**src/ppw_params.svh**
```systemverilog
`ifndef PPW_PARAMS_SVH
`define PPW_PARAMS_SVH

// timing
`define PPW_CLK_NS 20
`define PPW_US_NS 1000
`define PPW_MS_NS 1000000
`define PPW_BLINK_MS 100
`define PPW_TXNLP_STEP_MS 256
`define PPW_RXNLP_STEP_MS 64

// byte offsets
`define PPW_OFF_CTRL 5'h00
`define PPW_OFF_STAT 5'h04
`define PPW_OFF_IMASK 5'h08
`define PPW_OFF_ISRC 5'h0C
`define PPW_OFF_WAKE 5'h10
`define PPW_OFF_MISC 5'h14

// control fields
`define PPW_CTRL_PD 0
`define PPW_CTRL_ENERGY_DETECT_SLEEP 1
`define PPW_CTRL_TXNLP 2
`define PPW_CTRL_TXINT 4
`define PPW_CTRL_SINGLE 6
`define PPW_CTRL_RXINT 8

// status fields
`define PPW_STAT_ENERGY 0
`define PPW_STAT_SLEEP 1
`define PPW_STAT_PD 2
`define PPW_STAT_STRAP1 3
`define PPW_STAT_STRAP2 4

// interrupt fields
`define PPW_IRQ_ENERGY 1
`define PPW_IRQ_WOL 8

// wake control/status fields
`define PPW_WAKE_EN 0
`define PPW_WAKE_RCV 4
`define PPW_WAKE_CONF 8
`define PPW_WAKE_SCLR 9
`define PPW_WAKE_F1 10
`define PPW_WAKE_F2 12

// reset values
`define PPW_CTRL_RST 32'h0000_0000
`define PPW_IMASK_RST 32'h0000_0000
`define PPW_WAKE_RST 32'h0000_0000
`define PPW_MISC_RST 32'h0000_0064

`endif

```
**src/ppw_pkg.sv**
```systemverilog
package ppw_pkg;
  typedef enum logic [1:0] {
    PPW_ST_ON = 2'h0,
    PPW_ST_SLEEP = 2'h1,
    PPW_ST_ARMED = 2'h3,
    PPW_ST_WAKE = 2'h2
  } ppw_state_t;

  typedef enum logic [1:0] {
    PPW_FN_DEFAULT = 2'h0,
    PPW_FN_IRQ = 2'h1,
    PPW_FN_WAKE = 2'h2,
    PPW_FN_ACT = 2'h3
  } ppw_pin_fn_t;
endpackage

```
**src/ppw_top.sv**
```systemverilog
`timescale 1ns/1ns
`include "ppw_params.svh"
module ppw_top
  import ppw_pkg::*;
#(
  parameter int unsigned MS_CYC = `PPW_MS_NS / `PPW_CLK_NS,
  parameter int unsigned BLINK_CYC = `PPW_BLINK_MS * MS_CYC
) (
  input wire logic i_mclk,
  input wire logic i_sys_rst,
  input wire logic i_clk_en,
  input wire logic i_soft_rst,
  input wire logic i_regulator_disable_strap_strap,
  input wire logic i_irq_pin_select_strap,
  input wire logic i_link_up,
  input wire logic i_carrier_sense,
  input wire logic i_speed_100,
  input wire logic i_isolate,
  input wire logic i_nlp_rx,
  input wire logic i_rx_energy,
  input wire logic i_energy_lost,
  input wire logic [3:0] i_frame_match,
  input wire logic [4:0] i_avs_address,
  input wire logic i_avs_read,
  input wire logic i_avs_write,
  input wire logic [31:0] i_avs_writedata,
  input wire logic [3:0] i_avs_byteenable,
  output logic [31:0] o_avs_readdata,
  output logic o_avs_waitrequest,
  output logic o_indicator_one,
  output logic o_indicator_two,
  output logic o_interrupt_out_n,
  output logic o_refclk_output_en,
  output logic o_xcvr_power_down,
  output logic o_energy_detect_sleep,
  output logic o_xcvr_reset,
  output logic o_tx_nlp,
  output logic o_rx_drop
);
  localparam int unsigned US_CYC = `PPW_US_NS / `PPW_CLK_NS;

  function automatic logic [31:0] be_merge(input logic [31:0] old,
                                           input logic [31:0] wd,
                                           input logic [3:0] be);
    logic [31:0] r;
    r = old;
    for (int i = 0; i < 4; i++) begin
      if (be[i]) begin
        r[8*i +: 8] = wd[8*i +: 8];
      end
    end
    return r;
  endfunction

  function automatic logic pin_val(input logic [1:0] fn, input logic dflt,
                                   input logic act, input logic irq,
                                   input logic wake, input logic pol);
    logic v;
    unique case (fn)
      PPW_FN_DEFAULT: v = dflt;
      PPW_FN_IRQ: v = irq;
      PPW_FN_WAKE: v = wake;
      PPW_FN_ACT: v = act;
    endcase
    return v ^ pol;
  endfunction

  logic strap1_q, strap2_q;
  logic wait_q;
  logic [31:0] rdata_q, rd_mux;
  logic pd_q, pd_prev_q, energy_detect_sleep_en_q, txnlp_q, single_q;
  logic [1:0] txint_q, rxint_q;
  logic [1:0] imask_q, isrc_q, isrc_d;
  logic [3:0] wen_q, rcv_q, rcv_d;
  logic wconf_q, sclr_q;
  logic [1:0] f1_q, f2_q;
  logic [15:0] misc_q;
  logic [31:0] ctrl_rd, wake_rd, imask_rd, ctrl_w, wake_w, imask_w, clr_w;
  logic [31:0] misc_w;
  ppw_state_t st_q;
  logic line_energy_q, sleeping;
  logic [31:0] win_cnt_q, nlp_cnt_q, sc_cnt_q, blink_cnt_q;
  logic [31:0] tx_lim, rx_lim;
  logic blink_q, wake_act_q, wake_evt, energy_evt;
  logic wr_acc, rd_acc, irq_lvl, act_lvl;

  assign wr_acc = i_avs_write && !wait_q;
  assign rd_acc = i_avs_read && !wait_q;
  assign sleeping = (st_q == PPW_ST_SLEEP) || (st_q == PPW_ST_ARMED);
  assign wake_evt = |(i_frame_match & wen_q);
  assign energy_evt = (st_q == PPW_ST_WAKE);
  assign tx_lim = 32'((4 - int'(txint_q)) * `PPW_TXNLP_STEP_MS * MS_CYC);
  assign rx_lim = 32'((1 + int'(rxint_q)) * `PPW_RXNLP_STEP_MS * MS_CYC);

  // straps caught while hardware reset is held
  always_ff @(posedge i_mclk) begin
    if (i_sys_rst) begin
      strap1_q <= i_regulator_disable_strap_strap;
      strap2_q <= i_irq_pin_select_strap;
    end
  end

  // register views
  always_comb begin
    ctrl_rd = 32'h0000_0000;
    ctrl_rd[`PPW_CTRL_PD] = pd_q;
    ctrl_rd[`PPW_CTRL_ENERGY_DETECT_SLEEP] = energy_detect_sleep_en_q;
    ctrl_rd[`PPW_CTRL_TXNLP] = txnlp_q;
    ctrl_rd[`PPW_CTRL_TXINT +: 2] = txint_q;
    ctrl_rd[`PPW_CTRL_SINGLE] = single_q;
    ctrl_rd[`PPW_CTRL_RXINT +: 2] = rxint_q;
    imask_rd = 32'h0000_0000;
    imask_rd[`PPW_IRQ_ENERGY] = imask_q[0];
    imask_rd[`PPW_IRQ_WOL] = imask_q[1];
    wake_rd = 32'h0000_0000;
    wake_rd[`PPW_WAKE_EN +: 4] = wen_q;
    wake_rd[`PPW_WAKE_RCV +: 4] = rcv_q;
    wake_rd[`PPW_WAKE_CONF] = wconf_q;
    wake_rd[`PPW_WAKE_SCLR] = sclr_q;
    wake_rd[`PPW_WAKE_F1 +: 2] = f1_q;
    wake_rd[`PPW_WAKE_F2 +: 2] = f2_q;
  end

  assign ctrl_w = be_merge(ctrl_rd, i_avs_writedata, i_avs_byteenable);
  assign imask_w = be_merge(imask_rd, i_avs_writedata, i_avs_byteenable);
  assign wake_w = be_merge(wake_rd, i_avs_writedata, i_avs_byteenable);
  assign misc_w = be_merge({16'h0000, misc_q}, i_avs_writedata,
                           i_avs_byteenable);
  assign clr_w = be_merge(32'h0000_0000, i_avs_writedata, i_avs_byteenable);

  always_comb begin
    unique case (i_avs_address)
      `PPW_OFF_CTRL: rd_mux = ctrl_rd;
      `PPW_OFF_STAT: begin
        rd_mux = 32'h0000_0000;
        rd_mux[`PPW_STAT_ENERGY] = line_energy_q;
        rd_mux[`PPW_STAT_SLEEP] = sleeping;
        rd_mux[`PPW_STAT_PD] = o_xcvr_power_down;
        rd_mux[`PPW_STAT_STRAP1] = strap1_q;
        rd_mux[`PPW_STAT_STRAP2] = strap2_q;
      end
      `PPW_OFF_IMASK: rd_mux = imask_rd;
      `PPW_OFF_ISRC: begin
        rd_mux = 32'h0000_0000;
        rd_mux[`PPW_IRQ_ENERGY] = isrc_q[0];
        rd_mux[`PPW_IRQ_WOL] = isrc_q[1];
      end
      `PPW_OFF_WAKE: rd_mux = wake_rd;
      `PPW_OFF_MISC: rd_mux = {16'h0000, misc_q};
      default: rd_mux = 32'h0000_0000;
    endcase
  end

  // bus slave: one wait cycle, then accept
  always_ff @(posedge i_mclk) begin
    if (i_sys_rst) begin
      wait_q <= 1'b1;
      rdata_q <= 32'h0000_0000;
    end else if (i_clk_en) begin
      if ((i_avs_read || i_avs_write) && wait_q) begin
        wait_q <= 1'b0;
        rdata_q <= i_avs_read ? rd_mux : 32'h0000_0000;
      end else begin
        wait_q <= 1'b1;
      end
    end
  end

  // control register, cleared by either reset
  always_ff @(posedge i_mclk) begin
    if (i_sys_rst) begin
      {rxint_q, single_q, txint_q, txnlp_q, energy_detect_sleep_en_q, pd_q} <= 8'h00;
      imask_q <= 2'h0;
      pd_prev_q <= 1'b0;
    end else if (i_clk_en) begin
      pd_prev_q <= pd_q;
      if (i_soft_rst) begin
        {rxint_q, single_q, txint_q, txnlp_q, energy_detect_sleep_en_q, pd_q} <= 8'h00;
        imask_q <= 2'h0;
      end else if (wr_acc && i_avs_address == `PPW_OFF_CTRL) begin
        pd_q <= ctrl_w[`PPW_CTRL_PD];
        energy_detect_sleep_en_q <= ctrl_w[`PPW_CTRL_ENERGY_DETECT_SLEEP];
        txnlp_q <= ctrl_w[`PPW_CTRL_TXNLP];
        txint_q <= ctrl_w[`PPW_CTRL_TXINT +: 2];
        single_q <= ctrl_w[`PPW_CTRL_SINGLE];
        rxint_q <= ctrl_w[`PPW_CTRL_RXINT +: 2];
      end else if (wr_acc && i_avs_address == `PPW_OFF_IMASK) begin
        imask_q <= {imask_w[`PPW_IRQ_WOL], imask_w[`PPW_IRQ_ENERGY]};
      end
    end
  end

  // interrupt sources, set beats clear
  always_comb begin
    isrc_d = isrc_q;
    if (wr_acc && i_avs_address == `PPW_OFF_ISRC) begin
      isrc_d = isrc_d & ~{clr_w[`PPW_IRQ_WOL], clr_w[`PPW_IRQ_ENERGY]};
    end
    isrc_d = isrc_d | {wake_evt, energy_evt};
    rcv_d = rcv_q;
    if (wr_acc && i_avs_address == `PPW_OFF_WAKE) begin
      rcv_d = rcv_d & ~clr_w[`PPW_WAKE_RCV +: 4];
    end
    rcv_d = rcv_d | (i_frame_match & wen_q);
  end

  assign irq_lvl = |(isrc_q & imask_q);

  always_ff @(posedge i_mclk) begin
    if (i_sys_rst) begin
      isrc_q <= 2'h0;
    end else if (i_clk_en) begin
      isrc_q <= i_soft_rst ? 2'h0 : isrc_d;
    end
  end

  // wake registers ignore software reset
  always_ff @(posedge i_mclk) begin
    if (i_sys_rst) begin
      {f2_q, f1_q, sclr_q, wconf_q, rcv_q, wen_q} <= 14'h0000;
      misc_q <= 16'(`PPW_MISC_RST);
    end else if (i_clk_en) begin
      rcv_q <= rcv_d;
      if (wr_acc && i_avs_address == `PPW_OFF_WAKE) begin
        wen_q <= wake_w[`PPW_WAKE_EN +: 4];
        wconf_q <= wake_w[`PPW_WAKE_CONF];
        sclr_q <= wake_w[`PPW_WAKE_SCLR];
        f1_q <= wake_w[`PPW_WAKE_F1 +: 2];
        f2_q <= wake_w[`PPW_WAKE_F2 +: 2];
      end
      if (wr_acc && i_avs_address == `PPW_OFF_MISC) begin
        misc_q <= misc_w[15:0];
      end
    end
  end

  // wake output level with optional self clear
  always_ff @(posedge i_mclk) begin
    if (i_sys_rst) begin
      wake_act_q <= 1'b0;
      sc_cnt_q <= 32'h0000_0000;
    end else if (i_clk_en) begin
      if (wake_evt) begin
        wake_act_q <= 1'b1;
        sc_cnt_q <= 32'(int'(misc_q) * US_CYC);
      end else if (rcv_d == 4'h0) begin
        wake_act_q <= 1'b0;
      end else if (wake_act_q && sclr_q) begin
        if (sc_cnt_q <= 32'h0000_0001) begin
          wake_act_q <= 1'b0;
        end else begin
          sc_cnt_q <= sc_cnt_q - 32'h0000_0001;
        end
      end
    end
  end

  // energy-detect sleep sequencer
  always_ff @(posedge i_mclk) begin
    if (i_sys_rst) begin
      st_q <= PPW_ST_ON;
      win_cnt_q <= 32'h0000_0000;
    end else if (i_clk_en) begin
      if (i_soft_rst) begin
        st_q <= PPW_ST_ON;
      end else begin
        unique case (st_q)
          PPW_ST_ON: begin
            if (energy_detect_sleep_en_q && !line_energy_q && !i_nlp_rx && !i_rx_energy) begin
              st_q <= PPW_ST_SLEEP;
            end
          end
          PPW_ST_SLEEP: begin
            win_cnt_q <= 32'h0000_0000;
            if (!energy_detect_sleep_en_q) begin
              st_q <= PPW_ST_ON;
            end else if (i_rx_energy || (i_nlp_rx && single_q)) begin
              st_q <= PPW_ST_WAKE;
            end else if (i_nlp_rx) begin
              st_q <= PPW_ST_ARMED;
            end
          end
          PPW_ST_ARMED: begin
            win_cnt_q <= win_cnt_q + 32'h0000_0001;
            if (!energy_detect_sleep_en_q) begin
              st_q <= PPW_ST_ON;
            end else if (i_nlp_rx || i_rx_energy) begin
              st_q <= PPW_ST_WAKE;
            end else if (win_cnt_q >= rx_lim) begin
              st_q <= PPW_ST_SLEEP;
            end
          end
          PPW_ST_WAKE: st_q <= PPW_ST_ON;
        endcase
      end
    end
  end

  always_ff @(posedge i_mclk) begin
    if (i_sys_rst) begin
      line_energy_q <= 1'b0;
    end else if (i_clk_en) begin
      if (i_soft_rst) begin
        line_energy_q <= 1'b0;
      end else if (st_q == PPW_ST_WAKE) begin
        line_energy_q <= 1'b1;
      end else if (st_q == PPW_ST_ON && (i_nlp_rx || i_rx_energy)) begin
        line_energy_q <= 1'b1;
      end else if (i_energy_lost) begin
        line_energy_q <= 1'b0;
      end
    end
  end

  // link pulse transmit timer while asleep
  always_ff @(posedge i_mclk) begin
    if (i_sys_rst) begin
      nlp_cnt_q <= 32'h0000_0000;
      o_tx_nlp <= 1'b0;
    end else if (i_clk_en) begin
      o_tx_nlp <= 1'b0;
      if (!sleeping || !txnlp_q || pd_q) begin
        nlp_cnt_q <= 32'h0000_0000;
      end else if (nlp_cnt_q + 32'h0000_0001 >= tx_lim) begin
        nlp_cnt_q <= 32'h0000_0000;
        o_tx_nlp <= 1'b1;
      end else begin
        nlp_cnt_q <= nlp_cnt_q + 32'h0000_0001;
      end
    end
  end

  // activity blink phase
  always_ff @(posedge i_mclk) begin
    if (i_sys_rst) begin
      blink_cnt_q <= 32'h0000_0000;
      blink_q <= 1'b0;
    end else if (i_clk_en) begin
      if (blink_cnt_q + 32'h0000_0001 >= 32'(BLINK_CYC)) begin
        blink_cnt_q <= 32'h0000_0000;
        blink_q <= !blink_q;
      end else begin
        blink_cnt_q <= blink_cnt_q + 32'h0000_0001;
      end
    end
  end

  assign act_lvl = i_link_up && !(i_carrier_sense && blink_q);

  // pins and power outputs
  always_ff @(posedge i_mclk) begin
    if (i_sys_rst) begin
      o_indicator_one <= 1'b0;
      o_indicator_two <= 1'b0;
      o_interrupt_out_n <= 1'b1;
      o_refclk_output_en <= 1'b0;
      o_xcvr_power_down <= 1'b0;
      o_energy_detect_sleep <= 1'b0;
      o_xcvr_reset <= 1'b0;
      o_rx_drop <= 1'b0;
    end else if (i_clk_en) begin
      o_indicator_one <= pin_val(f1_q, act_lvl, act_lvl, irq_lvl,
                                 wake_act_q, strap1_q);
      o_indicator_two <= pin_val(f2_q, i_speed_100 && !i_isolate, act_lvl,
                                 irq_lvl, wake_act_q,
                                 strap2_q);
      o_interrupt_out_n <= !(strap2_q && |(isrc_d & imask_q));
      o_refclk_output_en <= !strap2_q && !pd_q && !sleeping;
      o_xcvr_power_down <= pd_q || sleeping;
      o_energy_detect_sleep <= sleeping;
      o_xcvr_reset <= (pd_prev_q && !pd_q) || energy_evt;
      o_rx_drop <= energy_evt;
    end
  end

  assign o_avs_readdata = rdata_q;
  assign o_avs_waitrequest = wait_q;

  property p_strap_hold;
    @(posedge i_mclk) disable iff (i_sys_rst)
      !$changed(strap1_q) && !$changed(strap2_q);
  endproperty
  a_strap_hold: assert property (p_strap_hold)
    else $error("strap changed outside hardware reset");

  property p_ind1_wake;
    @(posedge i_mclk) disable iff (i_sys_rst)
      (i_clk_en && f1_q == PPW_FN_WAKE)
        |=> o_indicator_one == ($past(wake_act_q) ^ strap1_q);
  endproperty
  a_ind1_wake: assert property (p_ind1_wake)
    else $error("indicator one wrong level or polarity");

  property p_ind2_wake;
    @(posedge i_mclk) disable iff (i_sys_rst)
      (i_clk_en && f2_q == PPW_FN_WAKE)
        |=> o_indicator_two == ($past(wake_act_q) ^ strap2_q);
  endproperty
  a_ind2_wake: assert property (p_ind2_wake)
    else $error("indicator two wrong level or polarity");

  property p_pd_refclk;
    @(posedge i_mclk) disable iff (i_sys_rst)
      (i_clk_en && pd_q) |=> o_xcvr_power_down && !o_refclk_output_en;
  endproperty
  a_pd_refclk: assert property (p_pd_refclk)
    else $error("power-down not reflected on outputs");

  property p_pd_reset;
    @(posedge i_mclk) disable iff (i_sys_rst)
      (i_clk_en && pd_prev_q && !pd_q) |=> o_xcvr_reset;
  endproperty
  a_pd_reset: assert property (p_pd_reset)
    else $error("no reset pulse after power-down cleared");

  property p_energy_detect_sleep_off;
    @(posedge i_mclk) disable iff (i_sys_rst)
      (i_clk_en && !energy_detect_sleep_en_q && sleeping) |=> st_q == PPW_ST_ON;
  endproperty
  a_energy_detect_sleep_off: assert property (p_energy_detect_sleep_off)
    else $error("sleep kept with enable cleared");

  property p_sleep_quiet;
    @(posedge i_mclk) disable iff (i_sys_rst)
      sleeping |-> !line_energy_q ##1
        (!$past(i_clk_en) || !o_refclk_output_en);
  endproperty
  a_sleep_quiet: assert property (p_sleep_quiet)
    else $error("sleep with energy or clock out");

  property p_single_wake;
    @(posedge i_mclk) disable iff (i_sys_rst)
      (i_clk_en && !i_soft_rst && st_q == PPW_ST_SLEEP && energy_detect_sleep_en_q &&
       single_q && i_nlp_rx) |=> st_q == PPW_ST_WAKE ##1 line_energy_q;
  endproperty
  a_single_wake: assert property (p_single_wake)
    else $error("single pulse did not wake");

  property p_wol_irq;
    @(posedge i_mclk) disable iff (i_sys_rst)
      (i_clk_en && !i_soft_rst && wake_evt && imask_q[1] && strap2_q)
        |=> !o_interrupt_out_n;
  endproperty
  a_wol_irq: assert property (p_wol_irq)
    else $error("wake frame did not raise interrupt");

  property p_rcv_flag;
    @(posedge i_mclk) disable iff (i_sys_rst)
      (i_clk_en && wake_evt) |=> (rcv_q & $past(i_frame_match & wen_q))
        == $past(i_frame_match & wen_q) && wake_act_q;
  endproperty
  a_rcv_flag: assert property (p_rcv_flag)
    else $error("received flag not set on wake frame");
endmodule

```
**config.mk**
```make
export PLATFORM = sky130hd
export DESIGN_NAME = ppw_top
export DESIGN_NICKNAME = d
export VERILOG_FILES = /design/src/ppw_pkg.sv /design/src/ppw_top.sv
export VERILOG_INCLUDE_DIRS = /design/src
export SDC_FILE = /design/constraint.sdc
export NUM_CORES = 1
export LEC_CHECK = 0
export ABC_AREA = 1
export BUFFER_PORTS_ARGS = -buffer_cell sky130_fd_sc_hd__buf_4
export CAP_MARGIN = 20
export CORE_ASPECT_RATIO = 0.9
export CORE_MARGIN = 3
export CORE_UTILIZATION = 60
export DETAILED_ROUTE_END_ITERATION = 10
export GPL_TIMING_DRIVEN = 1
export PLACE_DENSITY = 0.79
export SLEW_MARGIN = 20
export SYNTH_ARGS = -nofsm -noshare
export SYNTH_HDL_FRONTEND = slang
export SYNTH_SLANG_ARGS = --single-unit
export TNS_END_PERCENT = 1
```
**constraint.sdc**
```tcl
create_clock -name i_mclk -period 9.3 [get_ports i_mclk]
set_clock_uncertainty 0.2 [all_clocks]
set_input_delay 0.93 -clock i_mclk [delete_from_list [all_inputs] [get_ports i_mclk]]
set_output_delay 0.93 -clock i_mclk [all_outputs]
set_load 0.02 [all_outputs]
```
## Word level (Yosys, flattened, before mapping)

Cells that the tools add are included.

- Flip-flop bits (word level): 220
- Input port bits: 60
- Output and inout port bits: 42
- Word-level logic and storage cells: 217

- Add/subtract/negate cells: 6
- $mul: 3
- Magnitude comparators: 4
- Equality and inequality tests: 20
- Mux-type cells: 60
- Bitwise gates (word level): 12
- Reductions and logical operators: 73

Operators by type and width:

| cell | count |
|---|---|
| 32-bit 2-to-1 mux | 8 |
| 32-bit by 1-bit adder with 32-bit output (second input constant) | 3 |
| 16-bit one-hot mux with 6 select lines | 1 |
| 32-bit one-hot mux with 2 select lines | 1 |
| 2-bit 2-to-1 mux | 19 |
| 32-bit by 23-bit >= comparator with 1-bit output (second input constant) | 1 |
| 32-bit by 25-bit >= comparator with 1-bit output | 1 |
| 32-bit >= comparator | 1 |
| 32-bit by 1-bit <= comparator with 1-bit output (second input constant) | 1 |
| 32-bit by 1-bit subtractor with 32-bit output (second input constant) | 1 |
| 1-bit 2-to-1 mux | 25 |
| 24-bit by 12-bit multiplier with 20-bit output (second input constant) | 1 |
| 3-bit AND reduction | 8 |
| 16-bit by 5-bit multiplier with 21-bit output (second input constant) | 1 |
| 1-bit logical AND | 20 |
| 4-bit AND reduction | 4 |
| 3-bit by 12-bit multiplier with 15-bit output (second input constant) | 1 |
| 2-bit == test (second input constant) | 6 |
| 1-bit logical NOT | 12 |
| 2-bit nonzero test | 6 |
| 5-bit by 4-bit == test with 1-bit output (second input constant) | 2 |
| 5-bit == test (second input constant) | 2 |
| 4-bit bitwise AND | 2 |
| 1-bit logical OR | 8 |
| other kinds (29) | 43 |

## Logic depth before layout (Yosys ltp)

Gate-level depths: netlist (run 1).

- Depth in word-level cells: 9
- Depth in mapped cells: 22
- Gate-level depth less buffers: 21

## Least setup slack after synthesis (run 1)

Ideal clock, no wire load.

- Path kind: flip-flop to flip-flop
- From: reg txint_q[0]
- To: reg o_tx_nlp
- Library setup time: 134 ps
- Arrival: 3514 ps
- Data required time: 8966 ps
- Path slack: 5452 ps
- Stages on the path, launching flop included: 22
- Buffers on the path: 1
- Clock period less this slack: 3848 ps
- Cell sequence: dfxtp_1 -> inv_1 -> ha_1 -> xor2_1 -> ha_1 -> ha_1 -> fa_1 -> nand3_1 -> nand3b_1 -> nand2_1 -> o21ai_0 -> inv_1 -> ha_1 -> a21oi_1 -> o21ai_0 -> a21oi_1 -> nor2_1 -> nor2_2 -> buf_4 -> nand2_1 -> nand2_1 -> a21oi_1

- Longest elaborated chain between the ends: 5

RTL lines:

| what | RTL line | RTL |
|---|---|---|
| from (decl) | ppw_top.sv:72 | `logic [1:0] txint_q, rxint_q;` |
| from (signal assigned) | ppw_top.sv:184 | `` txint_q <= ctrl_w[`PPW_CTRL_TXINT +: 2]; `` |
| 3-bit by 2-bit subtractor with 4-bit output | ppw_top.sv:92 | `` assign tx_lim = 32'((4 - int'(txint_q)) * `PPW_TXNLP_STEP_MS * MS_CYC); `` |
| 24-bit by 12-bit multiplier with 20-bit output | ppw_top.sv:92 |  |
| 32-bit >= comparator | ppw_top.sv:324 | `end else if (nlp_cnt_q + 32'h0000_0001 >= tx_lim) begin` |
| 1-bit 2-to-1 mux | ppw_top.sv:324 |  |
| 1-bit 2-to-1 mux | ppw_top.sv:322 | `if (!sleeping \|\| !txnlp_q \|\| pd_q) begin` |
| to (signal assigned) | ppw_top.sv:319 | `o_tx_nlp <= 1'b0;` |
| to (signal assigned) | ppw_top.sv:321 | `o_tx_nlp <= 1'b0;` |
| to (signal assigned) | ppw_top.sv:326 | `o_tx_nlp <= 1'b1;` |
| to (decl) | ppw_top.sv:37 | `output logic o_tx_nlp,` |

Every way passes these cells.
A chain may end at the register's enable or synchronous reset.

## Final worst setup path (run 1)

Same ends and word-level chain as after synthesis.

==> reports/results.txt, run 1 <==
status = finished, final reports clean
most frequent cells in the layout = nand2_1 (515), nor2_1 (300), inv_1 (297), a21oi_1 (203), dfxtp_1 (202)
RSZ-0062 raised after global routing = false
synthesized-area fraction occupied by adder cells = 0.110
Detail Placement HPWL = 29300 microns
Placement Cell Area = 15600 sq um
Post-synth EDFFs = 2
io pins = 102
num rows = 54
H-tree lvl count = 1
cell area after synthesis = 15000 sq um
Slew headroom = 0.312
Mapped Cells = 2299
DP Cell Count = 2644
achievable frequency = 201 MHz
most frequent CP cell = ha_1
top cell type's share of synthesized area = 0.270
final instance area = 16400 sq um
die area = 26900 sq um
Crit. End Element = register
Worst EP arrival = 5.14 ns
type of origin of the critical path = register
Syn Area/Cell = 6.51 sq um
Clk Latency, worst-skew pair = 0.52 ns
post-CTS setup buffers = 0
starting density of the core = 0.613
pre-CTS setup slack = 4.43 ns
Setup CP Type = reg2reg
DRT Wirelength = 39500 microns
required time worst endpoint = 9.47 ns
Routed WL per cell = 14.7 microns
initial antenna violation count = 0
layout cells sized above 1 = 0.0765
max-slew violations = 0
antenna-violating nets left = 0
Die Height = 156 microns
Sinks on Clock Net = 204
clock buffer depth = 3
overall power = 2.01 mW
Synth warnings = 0
area grow syn2layout = 9.37%
Core Area = 24400 sq um
Post-Synth Simple-Gate Area = 0.335
Yosys top cell by area = dfxtp_1
Max VDD drop = 0.000102 V
GRT overflow = 0
CTS root buffer = clkbuf_16
DRC = 0
first-pass GRT wire length = 65300 microns
post-CTS sizing = 0
Period minus WS final = 4.97 ns
XOR/XNOR share of the synthesized area = 0.0310
sequential share of the synthesized area = 0.274
main combinational cell family by area after synthesis = simple AND/OR/NAND/NOR gates
Vias/cell = 5.58
Final Hold Vio Count = 0
synthesized flop and latch total = 204
CTS clk-pin slew, worst paths = 0.06 ns
worst-path fanout max = 17
critical path's slowest cell = dfxtp_1
dominant cells by area after synthesis = dfxtp_1 (27%), nand2_1 (13%), ha_1 (9.4%)
pin count of the biggest net entering global routing = 87
GRT Util Overall = 0.289
CTS tree = built
fin nets = 2518
prevailing post-synth register cell = dfxtp_1
PortBufs = 67
final std cells w/o fill = 2688
Final Setup Violations = 0
Synth Area in Compound Gates = 0.145
TNS Setup = 0 ns
Async SR Flop Fraction = 0
fin crit share = 0.534
Pwr per Cell Area = 123 nW/um^2
Yosys cell types = 60
post-synthesis mux area share = 0
Leakage = 7.30 nW
initial DRC count = 1251
total CTS buffers = 24
placer's final routability congestion estimate = 0.942
crit-path leading delay family = adder cells
Critical Path Max Stage Delay = 0.59 ns
WP buf/inv = 3
vias in the first global route = 13900
Hold Buf Count CTS = 0
die width = 172 microns
# diodes = 0
Slew @ Worst Pin = 1.03 ns
DRT Pass-1 Iters = 6
critical-path cell list = inv_1 > ha_1 > xor2_1 > ha_1 > ha_1 > fa_1 > nand3_1 > nand3b_1 > nand2_1 > o21ai_0 > inv_1 > ha_1 > a21oi_1 > o21ai_0 > a21oi_1 > nor2_1 > nor2_2 > buf_8 > nand2_1 > nand2_1 > a21oi_1
number of vias in the routed layout = 15000
final setup margin = 4.33 ns
commonest non-fill, non-tap cell in the layout = nand2_1
total of max-cap violations = 0
HP Class = reg2reg
[flip-flops by register name (all words and copies together) (netlist names), 4 cells and up]
register	flops
wen_q	4
win_cnt_q	32
sc_cnt_q	32
blink_cnt_q	32
rcv_q	4
nlp_cnt_q	32
misc_q	16
o_avs_readdata	16
[routing by layer]
metal	GRT usage	part of all wire	vias up	wire (microns)
li1	-	-	7567	-
met3	0.0403	0.057	78	2270
met4	0.0806	0.028	0	1100
met5	0	0	-	0
met2	0.496	0.47	420	18600
met1	0.382	0.44	6930	17500
[path summary, 6_finish.rpt]
check | startpoint | slack, ns | end | depth (start not counted)
min reg2reg | blink_cnt_q[31] | 0.25 | blink_cnt_q[31] | 2
max | txint_q[0] | 4.33 | o_tx_nlp | 21
max reg2reg | txint_q[0] | 4.33 | o_tx_nlp | 21
min | blink_cnt_q[31] | 0.25 | blink_cnt_q[31] | 2
[final cells by class]
type,count,area (sq um)
timing repair buffer,73,556
clock inverter,11,80.1
clock buffer,33,716
sequential,204,4100
tap,336,420
multi-input combinational,1726,9340
fill,2201,8030
inverter,305,1150
[cells in the mapped netlist, drive strengths merged, types with 6 or more instances]
master,instances
clkbuf,39
o21ai,118
nand3b,10
nand2,525
nor4,19
a211oi,17
fa,12
dfxtp,202
nand3,152
xnor2,16
o221ai,9
a21oi,205
buf,40
nand4,43
inv,300
a31oi,10
o211ai,8
nor2,330
ha,112
nor3,48
xor2,37
a21boi,6
[tightest hold or removal path: stages (launching register included)]
cell	delay, ns
dfxtp_1	0.31
inv_1	0.06
nor3_1	0.04
[report_power, final]
group	total, mW	leakage, nW	internal, mW	switching (mW)
combinational	0.164	5.24	0.0548	0.110
sequential	0.896	1.65	0.885	0.0109
clock	0.948	0.407	0.563	0.384
total	2.01	7.30	1.50	0.505
[metrics by stage]
stage | utilization | hold WS, ns
floorplan | - | 0.230
global placement | 0.638 | 0.239
detailed placement | 0.638 | 0.244
CTS | 0.671 | 0.255
global route | 0.671 | 0.276
finish | 0.671 | 0.254
[kinds of logic (layout without fill, tap and decap cells)]
| family | Yosys count | count (layout) |
|---|---|---|
| flip-flops | 204 | 204 |
| XOR/XNOR | 53 | 53 |
| AND/OR/NAND/NOR | 1138 | 1138 |
| other | 1 | 16 |
| buffers and inverters | 384 | 422 |
| adder cells (fa/ha/maj) | 124 | 124 |
| AO/OA/AOI/OAI | 395 | 395 |
No activity file was read; power rests on OpenSTA's default activity.
==> run 2, diff against run 1 <==
--- a/config.mk
+++ b/config.mk
@@ -6,15 +6,15 @@
 export SDC_FILE = /design/constraint.sdc
 export NUM_CORES = 1
 export LEC_CHECK = 0
-export ABC_AREA = 1
+export ABC_AREA = 0
 export BUFFER_PORTS_ARGS = -buffer_cell sky130_fd_sc_hd__buf_4
 export CAP_MARGIN = 20
 export CORE_ASPECT_RATIO = 0.9
 export CORE_MARGIN = 3
-export CORE_UTILIZATION = 60
+export CORE_UTILIZATION = 56
 export DETAILED_ROUTE_END_ITERATION = 10
 export GPL_TIMING_DRIVEN = 1
-export PLACE_DENSITY = 0.79
+export PLACE_DENSITY = 0.78
 export SLEW_MARGIN = 20
 export SYNTH_ARGS = -nofsm -noshare
 export SYNTH_HDL_FRONTEND = slang
==> constraint.sdc (replaced) <==
create_clock -name i_mclk -period 4.25 [get_ports i_mclk]
set_clock_uncertainty 0.2 [all_clocks]
set_input_delay 0.425 -clock i_mclk [delete_from_list [all_inputs] [get_ports i_mclk]]
set_output_delay 0.425 -clock i_mclk [all_outputs]
set_load 0.02 [all_outputs]
==> reports/results.txt, run 2 <==
Yosys cell types = 80
Final Setup Violations = 0
max-slew violations = 0
pin count of the biggest net entering global routing = 63
FILL cells = 1966
total of max-cap violations = 0
final setup margin = 0.00326 ns
pre-CTS setup slack = -0.0210 ns
clock buffer depth = 3
Synth Area in Compound Gates = 0.166
GRT Util Overall = 0.265
overall power = 4.27 mW
commonest non-fill, non-tap cell in the layout = dfxtp_1
PortBufs = 67
cell depth of the worst setup path = 21
Leakage = 6.52 nW
Setup crit start = txint_q[0]
main combinational cell family by area after synthesis = simple AND/OR/NAND/NOR gates
Routed WL per cell = 17.1 microns
Fin Hold WS = 0.0146 ns
CTS root buffer = clkbuf_16
final instance area = 15700 sq um
critical path's slowest cell = fa_2
CTS clk-pin slew, worst paths = 0.06 ns
Sinks on Clock Net = 204
first-pass GRT wire length = 58800 microns
achievable frequency = 235 MHz
Clk Latency, worst-skew pair = 0.51 ns
Post-synth EDFFs = 2
synthesized flop and latch total = 204
Slew @ Worst Pin = 0.816 ns
most frequent cells in the layout = dfxtp_1 (200), nor2_1 (169), nand2_1 (163), ha_1 (110), buf_4 (106)
required time worst endpoint = 4.45 ns
Yosys top cell by area = dfxtp_1
layout cells sized above 1 = 0.114
Placement Cell Area = 14500 sq um
Vias/cell = 6.14
die area = 26300 sq um
sequential share of the synthesized area = 0.300
critical-path cell list = inv_2 > ha_4 > xor2_2 > ha_1 > ha_2 > fa_2 > buf_6 > buf_6 > xnor2_2 > ha_1 > nand4_1 > nor3_2 > nand3_1 > nor4_2 > buf_4 > a211oi_4 > buf_6 > buf_4 > buf_6 > nand3_2 > nand2_1
Detail Placement HPWL = 25200 microns
Crit. End Element = register
WP buf/inv = 7
XOR/XNOR share of the synthesized area = 0.0577
H-tree lvl count = 1
top cell type's share of synthesized area = 0.296
area grow syn2layout = 14.7%
Syn Area/Cell = 7.99 sq um
most frequent cell after synthesis = dfxtp_1
vias in the first global route = 11800
num rows = 53
DRT Pass-1 Iters = 7
R2R cell count = 21
io pins = 102
DRT Wirelength = 35700 microns
Setup CP Type = reg2reg
Core Util, Final = 0.662
worst-path fanout max = 5
# diodes = 0
Pwr per Cell Area = 272 nW/um^2
number of vias in the routed layout = 12900
type of origin of the critical path = register
most frequent CP cell = buf_6
Max VDD drop = 0.000310 V
HP Class = in2reg
Async SR Flop Fraction = 0
Post-Synth Simple-Gate Area = 0.268
initial DRC count = 1174
post-synthesis mux area share = 0.0252
Slew headroom = 0.455
status = finished, final reports clean
RSZ-0062 raised after global routing = true
depth of the worst hold-timing path = 3
prevailing post-synth register cell = dfxtp_1
final std cells w/o fill = 2094
crit-path leading delay family = adder cells
Worst EP arrival = 4.45 ns
Mapped Cells = 1709
synthesized-area fraction occupied by adder cells = 0.120
placer's final routability congestion estimate = 0.916
total CTS buffers = 22
synth cell count leaders = dfxtp_1 (202), nor2_1 (170), nand2_1 (163)
DP Cell Count = 2032
Critical Path Max Stage Delay = 0.41 ns
TNS Setup = 0 ns
CTS tree = built
Final Hold Vio Count = 0
dominant cells by area after synthesis = dfxtp_1 (30%), ha_1 (10%), nor2_1 (4.7%)
Core Area = 23700 sq um
crit path capture = nlp_cnt_q[24]
fin crit share = 0.999
R2R Setup Slk = 0.003 ns
initial antenna violation count = 0
Die Height = 154 microns
Synth warnings = 0
fin nets = 1960
cell area after synthesis = 13700 sq um
starting density of the core = 0.577
R2R Path End = nlp_cnt_q[24]
GRT overflow = 0
die width = 171 microns
DRC = 0
antenna-violating nets left = 0
Period minus WS final = 4.25 ns
Reg-to-Reg Start = txint_q[0]
==> run 2: cell types whose count changed in the layout (fill, tap and decap cells not counted), sizes merged, moves of 40 or more <==
cell,before,now
nand3,152,94
o21ai,118,75
a21oi,205,93
inv,300,100
nor2,330,170
buf,73,113
nand2,525,163
==> run 2: logic make-up after synthesis <==
logic type / Yosys count
other: 1
muxes: 33
buffers and inverters: 201
xor gates and xnor gates: 90
and+or+nand+nor: 711
adders and majority gates: 124
DFF: 204
AOI/OAI and AO/OA: 345
==> run 2: final cells by class <==
type / instances / area, sq um / area share
Clock buffer: 34 / 698 / 0.0446
Timing Repair Buffer: 129 / 1070 / 0.0686
Sequential cell: 204 / 4110 / 0.262
Clock inverter: 6 / 82.6 / 0.00527
Tap cell: 302 / 378 / 0.0241
Inverter: 100 / 375 / 0.0240
Multi-Input combinational cell: 1319 / 8950 / 0.571
==> run 2: what timing repair did <==
item,in CTS,in global routing
pin swaps,3,23
setup buffers,2,3
hold buffers,15,0
gates resized for setup,6,35
endpoints found under the hold margin,20,0
cloned,1,1
endpoints found under the setup margin,12,30
==> run 2: tightest hold or removal path: stages <==
cell and delay [ns]:
buf_4 0.10, a32oi_1 0.08, nor2_1 0.08
==> run 2: layer usage <==
metal	global-route usage	vias up	part of all wire
met1	0.389	6084	0.46
met4	0.0606	0	0.024
met3	0.0406	69	0.073
met5	0	-	0
met2	0.412	485	0.44
li1	-	6221	-
==> run 2: where the power goes <==
group	total [mW]	switching [mW]	leakage [nW]	internal (mW)
combinational	0.267	0.169	4.48	0.0983
clock	2.05	0.803	0.384	1.25
sequential	1.95	0.0184	1.65	1.93
total	4.27	0.990	6.52	3.28
==> run 2: how the worst min path moves through the flow <==
stage / startpoint / endpoint / slack (ns)
after CTS: i_avs_byteenable[1] / imask_q[1] / 0.003
after global routing: i_avs_writedata[4] / misc_q[4] / 0.007
after global placement: nlp_cnt_q[22] / nlp_cnt_q[22] / 0.25
after floorplan: nlp_cnt_q[25] / nlp_cnt_q[25] / 0.24
after detailed placement: nlp_cnt_q[19] / nlp_cnt_q[19] / 0.26
final: i_avs_byteenable[1] / imask_q[1] / 0.01
